`config.mk`:
```
export PLATFORM = sky130hd
export DESIGN_NAME = hps_slot_cfg
export DESIGN_NICKNAME = d
export VERILOG_FILES = /design/src/hw/hps_pkg.sv /design/src/hw/hps_slot_cfg.sv /design/src/hw/hps_delay_timer.sv
export SDC_FILE = /design/constraint.sdc
export NUM_CORES = 1
export LEC_CHECK = 0
export BUFFER_PORTS_ARGS = -buffer_cell sky130_fd_sc_hd__buf_2
export CORE_MARGIN = 2
export CORE_UTILIZATION = 61
export DETAILED_ROUTE_END_ITERATION = 10
export GPL_TIMING_DRIVEN = 0
export PLACE_DENSITY = 0.91
export SETUP_SLACK_MARGIN = 0.02
export SKIP_CTS_REPAIR_TIMING = 1
export SLEW_MARGIN = 20
export SYNTH_ARGS = -nofsm -noshare
export SYNTH_HDL_FRONTEND = slang
export SYNTH_SLANG_ARGS = --single-unit
```
`constraint.sdc`:
```
create_clock -name clk_in -period 3 [get_ports clk_in]
set_input_delay 0.9 -clock clk_in [delete_from_list [all_inputs] [get_ports clk_in]]
set_output_delay 0.9 -clock clk_in [all_outputs]
set_load 0.02 [all_outputs]
```
`src/hw/hps_pkg.sv`:
```
// Purpose: shared constants and types of the hot-plug slot configuration block
// Assumes: 250 MHz core clock, two downstream slots
// Notes:   register offsets are byte addresses on the AHB-Lite slave
package hps_pkg;

    // ------------------------------------------------------------------
    // sizes and bus
    // ------------------------------------------------------------------
    localparam int          NP          = 2;
    localparam int          ADDR_W      = 12;
    localparam int          STS_STRIDE  = 8;
    localparam logic [2:0]  HSIZE_WORD  = 3'h2;
    localparam logic [11:0] OFS_CFG     = 12'h330;
    localparam logic [11:0] OFS_CTL     = 12'h350;
    localparam logic [11:0] OFS_STS     = 12'h354;

    // ------------------------------------------------------------------
    // reset values and field positions
    // ------------------------------------------------------------------
    localparam logic [31:0] CFG_RESET   = 32'h1414_0800;
    localparam logic [31:0] CFG_WMASK   = 32'hffff_f9ff;
    localparam logic [31:0] CTL_RESET   = 32'h0003_0003;
    localparam logic [31:0] CTL_WMASK   = 32'h3303_0003;
    localparam int          CTL_PCC     = 0;
    localparam int          CTL_EIC     = 8;
    localparam int          CTL_LP      = 16;
    localparam int          CTL_AI      = 24;
    localparam int          CTL_PI      = 28;
    localparam logic [7:0]  ONE_UNIT    = 8'h01;

    // ------------------------------------------------------------------
    // timing
    // ------------------------------------------------------------------
    localparam int unsigned CLK_MHZ       = 250;
    localparam int unsigned DELAY_UNIT_MS = 10;
    localparam int unsigned PULSE_MS      = 125;
    localparam int unsigned DELAY_UNIT_CYC = DELAY_UNIT_MS * 1000 * CLK_MHZ;
    localparam int unsigned PULSE_CYC      = PULSE_MS * 1000 * CLK_MHZ;

    // ------------------------------------------------------------------
    // types
    // ------------------------------------------------------------------
    typedef enum logic [1:0] {
        RM_PWR_EN   = 2'h0,
        RM_PWR_GOOD = 2'h1,
        RM_HOT      = 2'h2,
        RM_RSVD     = 2'h3
    } hps_rst_mode_e;

    typedef enum logic [1:0] {
        ST_OFF   = 2'h0,
        ST_RAMP  = 2'h1,
        ST_ON    = 2'h3,
        ST_DRAIN = 2'h2
    } hps_slot_state_e;

    typedef struct packed {
        logic [7:0] reset_to_power_off_delay;
        logic [7:0] power_to_reset_delay;
        logic [1:0] downstream_reset_mode;
        logic       interlock_toggle_select;
        logic       latch_as_lock_state;
        logic       latch_open_auto_power_off;
        logic [1:0] rsvd;
        logic       inv_power_good;
        logic       inv_interlock;
        logic       inv_power_enable;
        logic       inv_power_indicator;
        logic       inv_attn_indicator;
        logic       inv_latch_sensor;
        logic       inv_power_fault;
        logic       inv_presence;
        logic       inv_attn_button;
    } hps_cfg_s;

endpackage : hps_pkg

```
`src/hw/hps_slot_cfg.sv`:
```
// Purpose: hot-plug slot signal configuration and power/reset sequencing
// Assumes: AHB-Lite slave, slot pins synchronous to clk_in
// Notes:   configuration survives hot_reset_in, cleared by reset_n_in only
//
// Our own choice: register access over AHB-Lite.
`timescale 1ns/1ps
`default_nettype none
// Contract
// - slot input polarity inverts per config bit
// - slot output polarity inverts per config bit, except slot_reset_n_out, which has no inversion bit
// - open latch forces slot power off
// - latch input may serve as lock state
// - interlock pulses 125 ms per write
// - toggle mode flips interlock per write
// - reset output follows selected mode source
// - wait count x 10 ms before reset negation
// - wait count x 10 ms before power off
module hps_slot_cfg
    import hps_pkg::*;
#(
    parameter int unsigned UNIT_CYCLES  = DELAY_UNIT_CYC,
    parameter int unsigned PULSE_CYCLES = PULSE_CYC
) (
    // clock and reset
    input  wire logic          clk_in,
    input  wire logic          reset_n_in,
    input  wire logic          hot_reset_in,
    // ahb-lite slave
    input  wire logic          hsel_in,
    input  wire logic [31:0]   haddr_in,
    input  wire logic [1:0]    htrans_in,
    input  wire logic          hwrite_in,
    input  wire logic [2:0]    hsize_in,
    input  wire logic [31:0]   hwdata_in,
    input  wire logic          hready_in,
    output logic               hreadyout_out,
    output logic               hresp_out,
    output logic [31:0]        hrdata_out,
    // slot inputs
    input  wire logic [NP-1:0] slot_attn_button_in,
    input  wire logic [NP-1:0] slot_presence_in,
    input  wire logic [NP-1:0] slot_power_fault_in,
    input  wire logic [NP-1:0] slot_latch_sensor_in,
    input  wire logic [NP-1:0] slot_power_good_in,
    // slot outputs
    output logic [NP-1:0]      slot_attn_indicator_out,
    output logic [NP-1:0]      slot_power_indicator_out,
    output logic [NP-1:0]      slot_power_enable_out,
    output logic [NP-1:0]      slot_interlock_out,
    output logic [NP-1:0]      slot_reset_n_out
);

    // ------------------------------------------------------------------
    // decode helpers
    // ------------------------------------------------------------------
    function automatic logic sensed(input logic pin, input logic inv);
        sensed = (pin == inv);
    endfunction : sensed

    function automatic logic hit(input logic [ADDR_W-1:0] a, input logic [11:0] ofs);
        hit = (a == ofs);
    endfunction : hit

    // ------------------------------------------------------------------
    // ahb-lite slave
    // ------------------------------------------------------------------
    hps_cfg_s          cfg;
    logic [31:0]       ctl;
    logic [31:0]       sts_word;
    logic              dp_wr;
    logic              dp_rd;
    logic              rd_ready;
    logic [ADDR_W-1:0] dp_addr;
    wire               take    = hsel_in & htrans_in[1] & hready_in & (hsize_in == HSIZE_WORD);
    wire               wr_cfg  = dp_wr & hit(dp_addr, OFS_CFG);
    wire               wr_ctl  = dp_wr & hit(dp_addr, OFS_CTL);
    wire [31:0]        rd_val  = hit(dp_addr, OFS_CFG) ? cfg :
                                 hit(dp_addr, OFS_CTL) ? (ctl & CTL_WMASK) :
                                 hit(dp_addr, OFS_STS) ? sts_word : '0;

    assign hreadyout_out = ~(dp_rd & ~rd_ready);
    assign hresp_out     = 1'b0;

    always_ff @(posedge clk_in or negedge reset_n_in) begin
        if (!reset_n_in) begin
            dp_wr      <= 1'b0;
            dp_rd      <= 1'b0;
            rd_ready   <= 1'b0;
            dp_addr    <= '0;
            hrdata_out <= '0;
        end else if (hreadyout_out) begin
            dp_wr      <= take & hwrite_in;
            dp_rd      <= take & ~hwrite_in;
            rd_ready   <= 1'b0;
            dp_addr    <= take ? haddr_in[ADDR_W-1:0] : dp_addr;
        end else begin
            rd_ready   <= 1'b1;
            hrdata_out <= rd_val;
        end
    end

    // ------------------------------------------------------------------
    // configuration and slot control registers
    // ------------------------------------------------------------------
    always_ff @(posedge clk_in or negedge reset_n_in) begin
        if (!reset_n_in) begin
            cfg <= CFG_RESET;
            ctl <= CTL_RESET;
        end else begin
            if (wr_cfg) begin
                cfg <= hwdata_in & CFG_WMASK;
            end
            if (wr_ctl) begin
                ctl <= hwdata_in & CTL_WMASK;
            end
        end
    end

    // ------------------------------------------------------------------
    // per-slot sequencing
    // ------------------------------------------------------------------
    hps_rst_mode_e   mode;
    hps_slot_state_e st [NP];
    hps_slot_state_e next_st [NP];
    logic [NP-1:0]   ilock_lvl;
    logic [NP-1:0]   next_ilock;
    logic [NP-1:0]   latch_open;
    logic [NP-1:0]   eic_set;
    logic [NP-1:0]   rst_active;
    logic [NP-1:0]   ramp_done;
    logic [NP-1:0]   drain_done;

    assign mode = hps_rst_mode_e'(cfg.downstream_reset_mode);
    assign sts_word[31:NP*STS_STRIDE] = '0;

    for (genvar p = 0; p < NP; p++) begin : g_slot
        wire lock_in  = sensed(slot_latch_sensor_in[p], cfg.inv_latch_sensor);
        wire pgood    = sensed(slot_power_good_in[p], cfg.inv_power_good);
        wire kill     = cfg.latch_open_auto_power_off & ctl[CTL_LP+p] & latch_open[p];
        wire req      = ~ctl[CTL_PCC+p] & ~kill;
        wire stable   = (mode == RM_PWR_GOOD) ? pgood : 1'b1;
        wire pulse_dn;

        assign latch_open[p] = lock_in & ~cfg.latch_as_lock_state;
        assign eic_set[p]    = wr_ctl & hwdata_in[CTL_EIC+p];
        assign rst_active[p] = (mode == RM_HOT) ? hot_reset_in : (st[p] != ST_ON);
        assign sts_word[p*STS_STRIDE +: STS_STRIDE] = {
            rst_active[p], st[p] != ST_OFF, pgood,
            lock_in & cfg.latch_as_lock_state, latch_open[p],
            sensed(slot_power_fault_in[p], cfg.inv_power_fault),
            sensed(slot_presence_in[p], cfg.inv_presence),
            sensed(slot_attn_button_in[p], cfg.inv_attn_button)};

        hps_delay_timer #(.UNIT_CYCLES(UNIT_CYCLES)) u_ramp (
            .clk_in     (clk_in),
            .reset_n_in (reset_n_in),
            .run_in     ((st[p] == ST_RAMP) & stable),
            .units_in   (cfg.power_to_reset_delay),
            .done_out   (ramp_done[p])
        );

        hps_delay_timer #(.UNIT_CYCLES(UNIT_CYCLES)) u_drain (
            .clk_in     (clk_in),
            .reset_n_in (reset_n_in),
            .run_in     (st[p] == ST_DRAIN),
            .units_in   (cfg.reset_to_power_off_delay),
            .done_out   (drain_done[p])
        );

        hps_delay_timer #(.UNIT_CYCLES(PULSE_CYCLES)) u_pulse (
            .clk_in     (clk_in),
            .reset_n_in (reset_n_in),
            .run_in     (ilock_lvl[p] & ~cfg.interlock_toggle_select),
            .units_in   (ONE_UNIT),
            .done_out   (pulse_dn)
        );

        always_comb begin
            next_st[p] = st[p];
            unique case (st[p])
                ST_OFF:   next_st[p] = req ? ST_RAMP : ST_OFF;
                ST_RAMP:  next_st[p] = !req ? ST_OFF : ramp_done[p] ? ST_ON : ST_RAMP;
                ST_ON:    next_st[p] = req ? ST_ON : ST_DRAIN;
                ST_DRAIN: next_st[p] = drain_done[p] ? ST_OFF : ST_DRAIN;
            endcase
        end

        assign next_ilock[p] = cfg.interlock_toggle_select ?
                               (ilock_lvl[p] ^ eic_set[p]) :
                               (eic_set[p] | (ilock_lvl[p] & ~pulse_dn));
    end

    // ------------------------------------------------------------------
    // state and registered slot outputs
    // ------------------------------------------------------------------
    always_ff @(posedge clk_in or negedge reset_n_in) begin
        if (!reset_n_in) begin
            ilock_lvl                <= '0;
            slot_attn_indicator_out  <= '1;
            slot_power_indicator_out <= '1;
            slot_power_enable_out    <= '0;
            slot_interlock_out       <= '0;
            slot_reset_n_out         <= '0;
            for (int i = 0; i < NP; i++) begin
                st[i] <= ST_OFF;
            end
        end else begin
            ilock_lvl <= next_ilock;
            for (int i = 0; i < NP; i++) begin
                st[i]                       <= next_st[i];
                slot_attn_indicator_out[i]  <= ~ctl[CTL_AI+i] ^ cfg.inv_attn_indicator;
                slot_power_indicator_out[i] <= ~ctl[CTL_PI+i] ^ cfg.inv_power_indicator;
                slot_power_enable_out[i]    <= (st[i] != ST_OFF) ^ cfg.inv_power_enable;
                slot_interlock_out[i]       <= ilock_lvl[i] ^ cfg.inv_interlock;
                slot_reset_n_out[i]         <= ~rst_active[i];
            end
        end
    end
endmodule : hps_slot_cfg
`default_nettype wire

```
`src/hw/hps_delay_timer.sv`:
```
// Purpose: counts whole units of a fixed number of clock cycles
// Assumes: run_in low clears the count
// Notes:   done_out is immediate when units_in is zero
`timescale 1ns/1ps
`default_nettype none
module hps_delay_timer
    import hps_pkg::*;
#(
    parameter int unsigned UNIT_CYCLES = DELAY_UNIT_CYC
) (
    // clock and reset
    input  wire logic       clk_in,
    input  wire logic       reset_n_in,
    // control
    input  wire logic       run_in,
    input  wire logic [7:0] units_in,
    // status
    output logic            done_out
);

    logic [31:0] cyc;
    logic [7:0]  units_done;
    wire         unit_end = (cyc == (UNIT_CYCLES[31:0] - 32'h1));

    assign done_out = run_in & (units_done >= units_in);

    always_ff @(posedge clk_in or negedge reset_n_in) begin
        if (!reset_n_in) begin
            cyc        <= '0;
            units_done <= '0;
        end else if (!run_in) begin
            cyc        <= '0;
            units_done <= '0;
        end else if (!done_out) begin
            cyc        <= unit_end ? '0 : cyc + 32'h1;
            units_done <= unit_end ? units_done + 8'h1 : units_done;
        end
    end

endmodule : hps_delay_timer
`default_nettype wire

```
# == Yosys cells after proc, flatten, opt, wreduce, memory -nomap -nowiden ==
# Cells that the tools add are included.
# word_totals
register_bits,341
latch_bits,0
ramBits,0
rom_bits,0
input_bits,85
word_cells,231
mem_count,0
# classes
add_sub_neg,12
n_mul,0
div_mod_pow,0
order_cmp,6
eq_ne,42
shift,0
muxes,58
n_bitwise,61
n_reduce_logical,11
# op_table
op,n
$mux W32,19
$add A32 B1 Y32 const B,6
$mux W8,18
$eq A32 B22 Y1 const B,4
$eq A32 B25 Y1 const B,2
$add A8 B1 Y8 const B,6
$eq A12 B10 Y1 const B,3
$and A1 B1 Y1,32
$ge A8 B8 Y1,4
$mux W30,1
$ne A2 B2 Y1 const B,14
$not A1 Y1,17
$ge A8 B1 Y1 const B,2
$mux W16,1
$pmux W2 S4,2
$reduce_and A2 Y1,7
$mux W2,6
$mux W1,11
$eq A1 B1 Y1,10
$eq A2 B2 Y1 const B,5
$xor A1 B1 Y1,10
$eq A2 B1 Y1 const B,3
$logic_not A2 Y1,2
$reduce_bool A2 Y1,2
other kinds (2),3

# == Depth between registers and ports, before layout ==
# depth
depth_word,7
mapped_depth,11
ltp_nobuf,8

# == Hierarchy ==
# Synthesis repeated with hierarchy kept, for this count alone.
# hier_totals
cells_unflattened,2276
hier_area_um2,21206.6
# modules_own_cells
mod,n_inst,cells_per_inst,area_per_inst_um2,seq_area_each_um2
hps_delay_timer (g_slot[0].u_drain ...),3,331,2894.0,1001.0
hps_delay_timer (g_slot[0].u_pulse ...),2,318,2687.6,1001.0
hps_slot_cfg,1,326,4257.8,2543.7
hps_delay_timer (g_slot[0].u_ramp),1,321,2891.5,1001.0

# == Worst setup path after synthesis ==
# OpenSTA, ideal clock, no wires.
# synth_timing
kind,input to register
start,input port slot_power_good_in[1]
end,register g_slot[1].u_ramp.cyc[11]
setup_time_ps,77
arrival_time_ps,2698
required_ps,2923
slack_ps,225
path_stages,8
cell_sequence,xor2_1 a211oi_1 nor3b_1 or2_1 clkbuf_1 buf_1 o21ai_0 a21oi_1
# synth_via
elab_chain_len,5
# synth_rtl
item,line,rtl
start: declaration,hps_slot_cfg.sv:44,"input wire logic [NP-1:0] slot_power_good_in,"
$eq A1 B1 Y1 (*),hps_slot_cfg.sv:57,sensed = (pin == inv);
$mux W1 (*),hps_slot_cfg.sv:141,wire stable = (mode == RM_PWR_GOOD) ? pgood : 1'b1;
$and A1 B1 Y1 (*),hps_slot_cfg.sv:157,".run_in ((st[p] == ST_RAMP) & stable),"
$and A1 B1 Y1,hps_delay_timer.sv:25,assign done_out = run_in & (units_done >= units_in);
$ne A2 B2 Y1 (no line),n/a,
end signal: assignment,hps_delay_timer.sv:35,cyc <= unit_end ? '0 : cyc + 32'h1;
end: declaration,hps_delay_timer.sv:21,logic [31:0] cyc;
# Every way passes the cells marked *; elsewhere a longest branch is shown, timed or not.
# A chain may end at the register's enable or synchronous reset.

# == Worst setup path after layout ==
# layout_timing
start,register g_slot[0].u_ramp.cyc[1]
end,register g_slot[0].u_ramp.cyc[2]
# layout_via
elab_chain_len,4
# layout_rtl
item,line,rtl
start: declaration,hps_delay_timer.sv:21,
start signal: assignment,hps_delay_timer.sv:35,
$add A32 B1 Y32 / $eq A32 B22 Y1 (equally long branches),"hps_delay_timer.sv:35, hps_delay_timer.sv:23",
$mux W32 (*),hps_delay_timer.sv:35,
$mux W32 (*),hps_delay_timer.sv:34,end else if (!done_out) begin
$mux W32 (*),hps_delay_timer.sv:31,end else if (!run_in) begin
# Every way passes the cells marked *; elsewhere a longest branch is shown, timed or not. The select of a mux whose other input is x is not followed.

==> Flow_metrics.wiki <==
{| class="wikitable"
! Metric !! Value
|-
| Die Outline Area || between 30000 and 40000 sq um
|-
| Maximum fanout along the worst path || 10
|-
| Gate Count Post-Synth || about 1900
|-
| CTS H-tree lvls || 2
|-
| Global-route wire length before repair || around 80 mm
|-
| Vias after detailed routing || approximately 16000
|-
| Synth unique cells || 66
|-
| Combinational cell fraction of total power || a little over a tenth
|-
| Synth Register Bits || ~340
|-
| Post-synthesis cell type with the largest combined area || dfrtp_1
|-
| Sinks on the clock net || around 340
|-
| Number of clock buffers inserted by TritonCTS || 37
|-
| Clock transition at the registers of the reported paths || about 70 ps
|-
| Count of max-cap constraint violations || 0
|-
| CTS tree || yes
|-
| Critical path's largest stage delay || about 550 ps
|-
| Peak Freq || about 0.34 GHz
|-
| Fraction of power spent switching nets || between 20% and 30%
|-
| Final std cell area, no fill || 20300 sq um
|-
| R2R Setup Slk || between 80 and 90 ps
|-
| Share of the yosys chip area belonging to registers || 48.1%
|-
| Worst IR Drop VDD || approximately 0.41 mV
|-
| Most common cell after layout, fill and taps aside || dfrtp_1
|-
| Clock Tree Buf Depth || 3
|-
| Slew headroom || a little under a third
|-
| Placeable core area || approximately 29000 sq um
|-
| Critical Path AT || 3330 ps
|-
| Width of the die || about 170 microns
|-
| Slowest stage cell on the critical path || or4_1
|-
| Internal power || between 7 and 8 mW
|-
| Portion of total power attributed to the clock network || between 40% and 50%
|-
| Critical path's most frequent cell || buf_2
|-
| Post-Place Cell Area || ~19000 sq um
|-
| Number of nets still failing antenna checks after routing || 0
|-
| Netlist area before placement || approximately 18000 sq um
|-
| Switching power summed over all nets || ~2.8 mW
|-
| Global routing usage on met2 || 53.9%
|-
| Post-layout nets || between 2000 and 2500
|-
| Number of synthesized flops with an enable pin || 0
|-
| Grt met3 use || roughly 5.3%
|-
| Routability Congestion || a little over 0.9
|-
| Total design power || ~11 mW
|-
| Global routing usage summed across all routing layers || between 30% and 40%
|-
| Kind of critical path || flop to flop
|-
| Vias per cell || roughly 6.6
|-
| Mean instance size in the synthesized netlist || around 9.5 sq um
|-
| Area growth from synthesis to final layout || 14.2%
|-
| Final worst-path cycle share || between 90% and 100%
|-
| Largest net degree at the start of global routing || between 100 and 150
|-
| Multi-input gate area in the final layout || ~8900 sq um
|-
| Lkg Pwr || between 8 and 9 nW
|-
| Boundary Pins || approximately 130
|-
| Overall die height || approximately 170 microns
|-
| Post-synth ARST share || between 90% and 100%
|-
| Dpl hpwl || roughly 32 mm
|-
| Worst Skew || approximately 34 ps
|-
| Pin slew with the least headroom to its limit || between 1000 and 1500 ps
|-
| Setup slack at placement || -512 ps
|-
| Power density cells || between 500 and 600 nW/um^2
|-
| Post-synth top area share || a little under half
|-
| CP cell instances || ha_1, buf_2, and3_1, nand3_1, or4_1, or3_1, buf_2, nand2_2, clkbuf_4, nor2_1
|-
| WL per Instance || about 20 microns
|-
| Type of the tightest min-delay check || primary input to asynchronous set/reset pin
|-
| Count of yosys warnings during synthesis || 0
|-
| Required time at the worst-slack endpoint || around 3400 ps
|-
| Sequential fraction of design power || 46.3%
|-
| Final Hold Vio Count || 0
|-
| Number of endpoints failing setup at the final stage || 0
|-
| Library cell used as clock root buffer || clkbuf_16
|-
| Final critical delay including setup and external delays || approximately 3000 ps
|-
| Total Wirelength || about 50 mm
|-
| Vias in the first global route || about 16000
|-
| Minimum setup slack in the final design || 81.4 ps
|-
| DRC violations left || 0
|-
| Sequential cell area in the final layout || around 8500 sq um
|-
| Met1 Track Usage GR || 39.5%
|-
| Most frequent cells in the layout || 328 x dfrtp_1, 181 x nor2_1, 166 x nand2_1
|-
| Setup repair after global routing missed its margin || true
|-
| Violation count after the first detailed-route iteration || between 1500 and 2000
|-
| Ratio of cells with drive above 1 in the final layout || between 10% and 20%
|-
| Number of detailed-route iterations in the first pass || 6
|-
| Most heavily used metal layer in global routing || met2
|-
| Antenna violations before repair || 2
|-
| CP Launch Type || flop
|-
| Max-slew violation count || 0
|-
| Clk_lat worst skew || between 500 and 600 ps
|-
| Largest cells by area after synthesis || dfrtp_1 46%, nor2_1 3.8%, nand2_1 3.6%
|-
| Post-Synthesis Net Count || 2004
|-
| Gr ovfl total || 0
|-
| Run status || completed
|-
| Fill cell count || around 1900
|-
| Num rows || just over 60
|-
| Critical path capture point type || flop
|-
| Number of I/O port buffers || between 100 and 150
|-
| Initial cell density of the core || about three fifths
|-
| Flip-flop cell with the highest count after synthesis || dfrtp_1
|}
## per-stage QoR
stage / setup TNS [ps] / utilization [%] / std cells / hold WS, ps
detailed placement: -14770 / 65.8 / 2364 / 458
finish: 0 / 70.7 / 2433 / 282
floorplan: 0 / - / 1871 / 430
CTS: -14620 / 70.1 / 2431 / 304
global placement: -1768370 / 65.4 / 2360 / 447
global route: -15.8 / 70.7 / 2433 / 332
## synthesized netlist by cell type (33+ instances only)
cell type,n
or3_1,44
dfrtp_1,328
xor2_1,62
nand3_1,98
and3_1,49
xnor2_1,57
clkbuf_1,64
a21oi_1,106
nand4_1,74
inv_1,44
mux2_2,51
nor4_1,33
o21ai_0,105
nor3_1,44
nand2_1,168
nor2_1,182
o31ai_1,43
ha_1,48
## routing by layer
layer | up-vias | share of wire, %
li1 | 7126 | -
met5 | - | 0
met1 | 7895 | 38
met4 | 0 | 5.2
met3 | 221 | 8.1
met2 | 929 | 49
## power by group through the flow
stage                     combinational [mW]  sequential (mW)  clock (mW)
final                                   1.11             4.95        4.63
after global routing                    1.20             4.96        4.84
after CTS                               1.06             4.94        4.65
after detailed placement                1.04             5.01           0
after global placement                 0.974             4.99           0
after floorplan                        0.511             5.06           0
## final cells by class
class                           count  area share (%)
Buffer                             73            1.58
Timing Repair Buffer              112            3.21
Tap cell                          384            2.37
Sequential cell                   341            42.1
Clock inverter                     18           0.938
Clock buffer                       49            5.14
Inverter                           44           0.814
Multi-Input combinational cell   1411            43.8
Antenna cell                        1          0.0123
## logic make-up after synthesis
logic type                 after synthesis  share of synthesized area, %
and+or+nand+nor                        854                          25.3
DFF                                    341                          48.1
AOI/OAI and AO/OA                      335                          11.3
xor gates and xnor gates               119                          5.87
buffers and inverters                  119                          2.61
muxes                                   54                          3.40
adders and majority gates               48                          3.38
other                                    1                        0.0211
## flip-flops by register name, summed over array words and instances (netlist names), 4 cells and up
register / count
g_slot.u_pulse.units_done: 16
g_slot.u_drain.units_done: 16
hrdata_out: 32
cfg: 28
ctl: 8
st: 4
dp_addr: 12
g_slot.u_drain.cyc: 64
g_slot.u_ramp.units_done: 16
g_slot.u_pulse.cyc: 64
g_slot.u_ramp.cyc: 64
## worst paths after layout
check / startpoint / depth (start not counted) / endpoint
setup / recovery: g_slot[0].u_ramp.cyc[1] / 10 / g_slot[0].u_ramp.cyc[2]
hold / removal: reset_n_in / 1 / cfg[0]
min in group clk_in: ctl[29] / 1 / slot_power_indicator_out[1]
setup reg to reg: g_slot[0].u_ramp.cyc[1] / 10 / g_slot[0].u_ramp.cyc[2]
hold reg to reg: ctl[29] / 1 / slot_power_indicator_out[1]
max in group asynchronous: reset_n_in / 3 / g_slot[1].u_drain.cyc[12]
## worst max-delay path: cells and delay by family (launching register included)
family	cells	cell delay [ps]
flops	1	390
fa+ha+maj	1	170
simple gates	6	1560
buf+inv	3	700
Power figures use the tool's default switching activity.
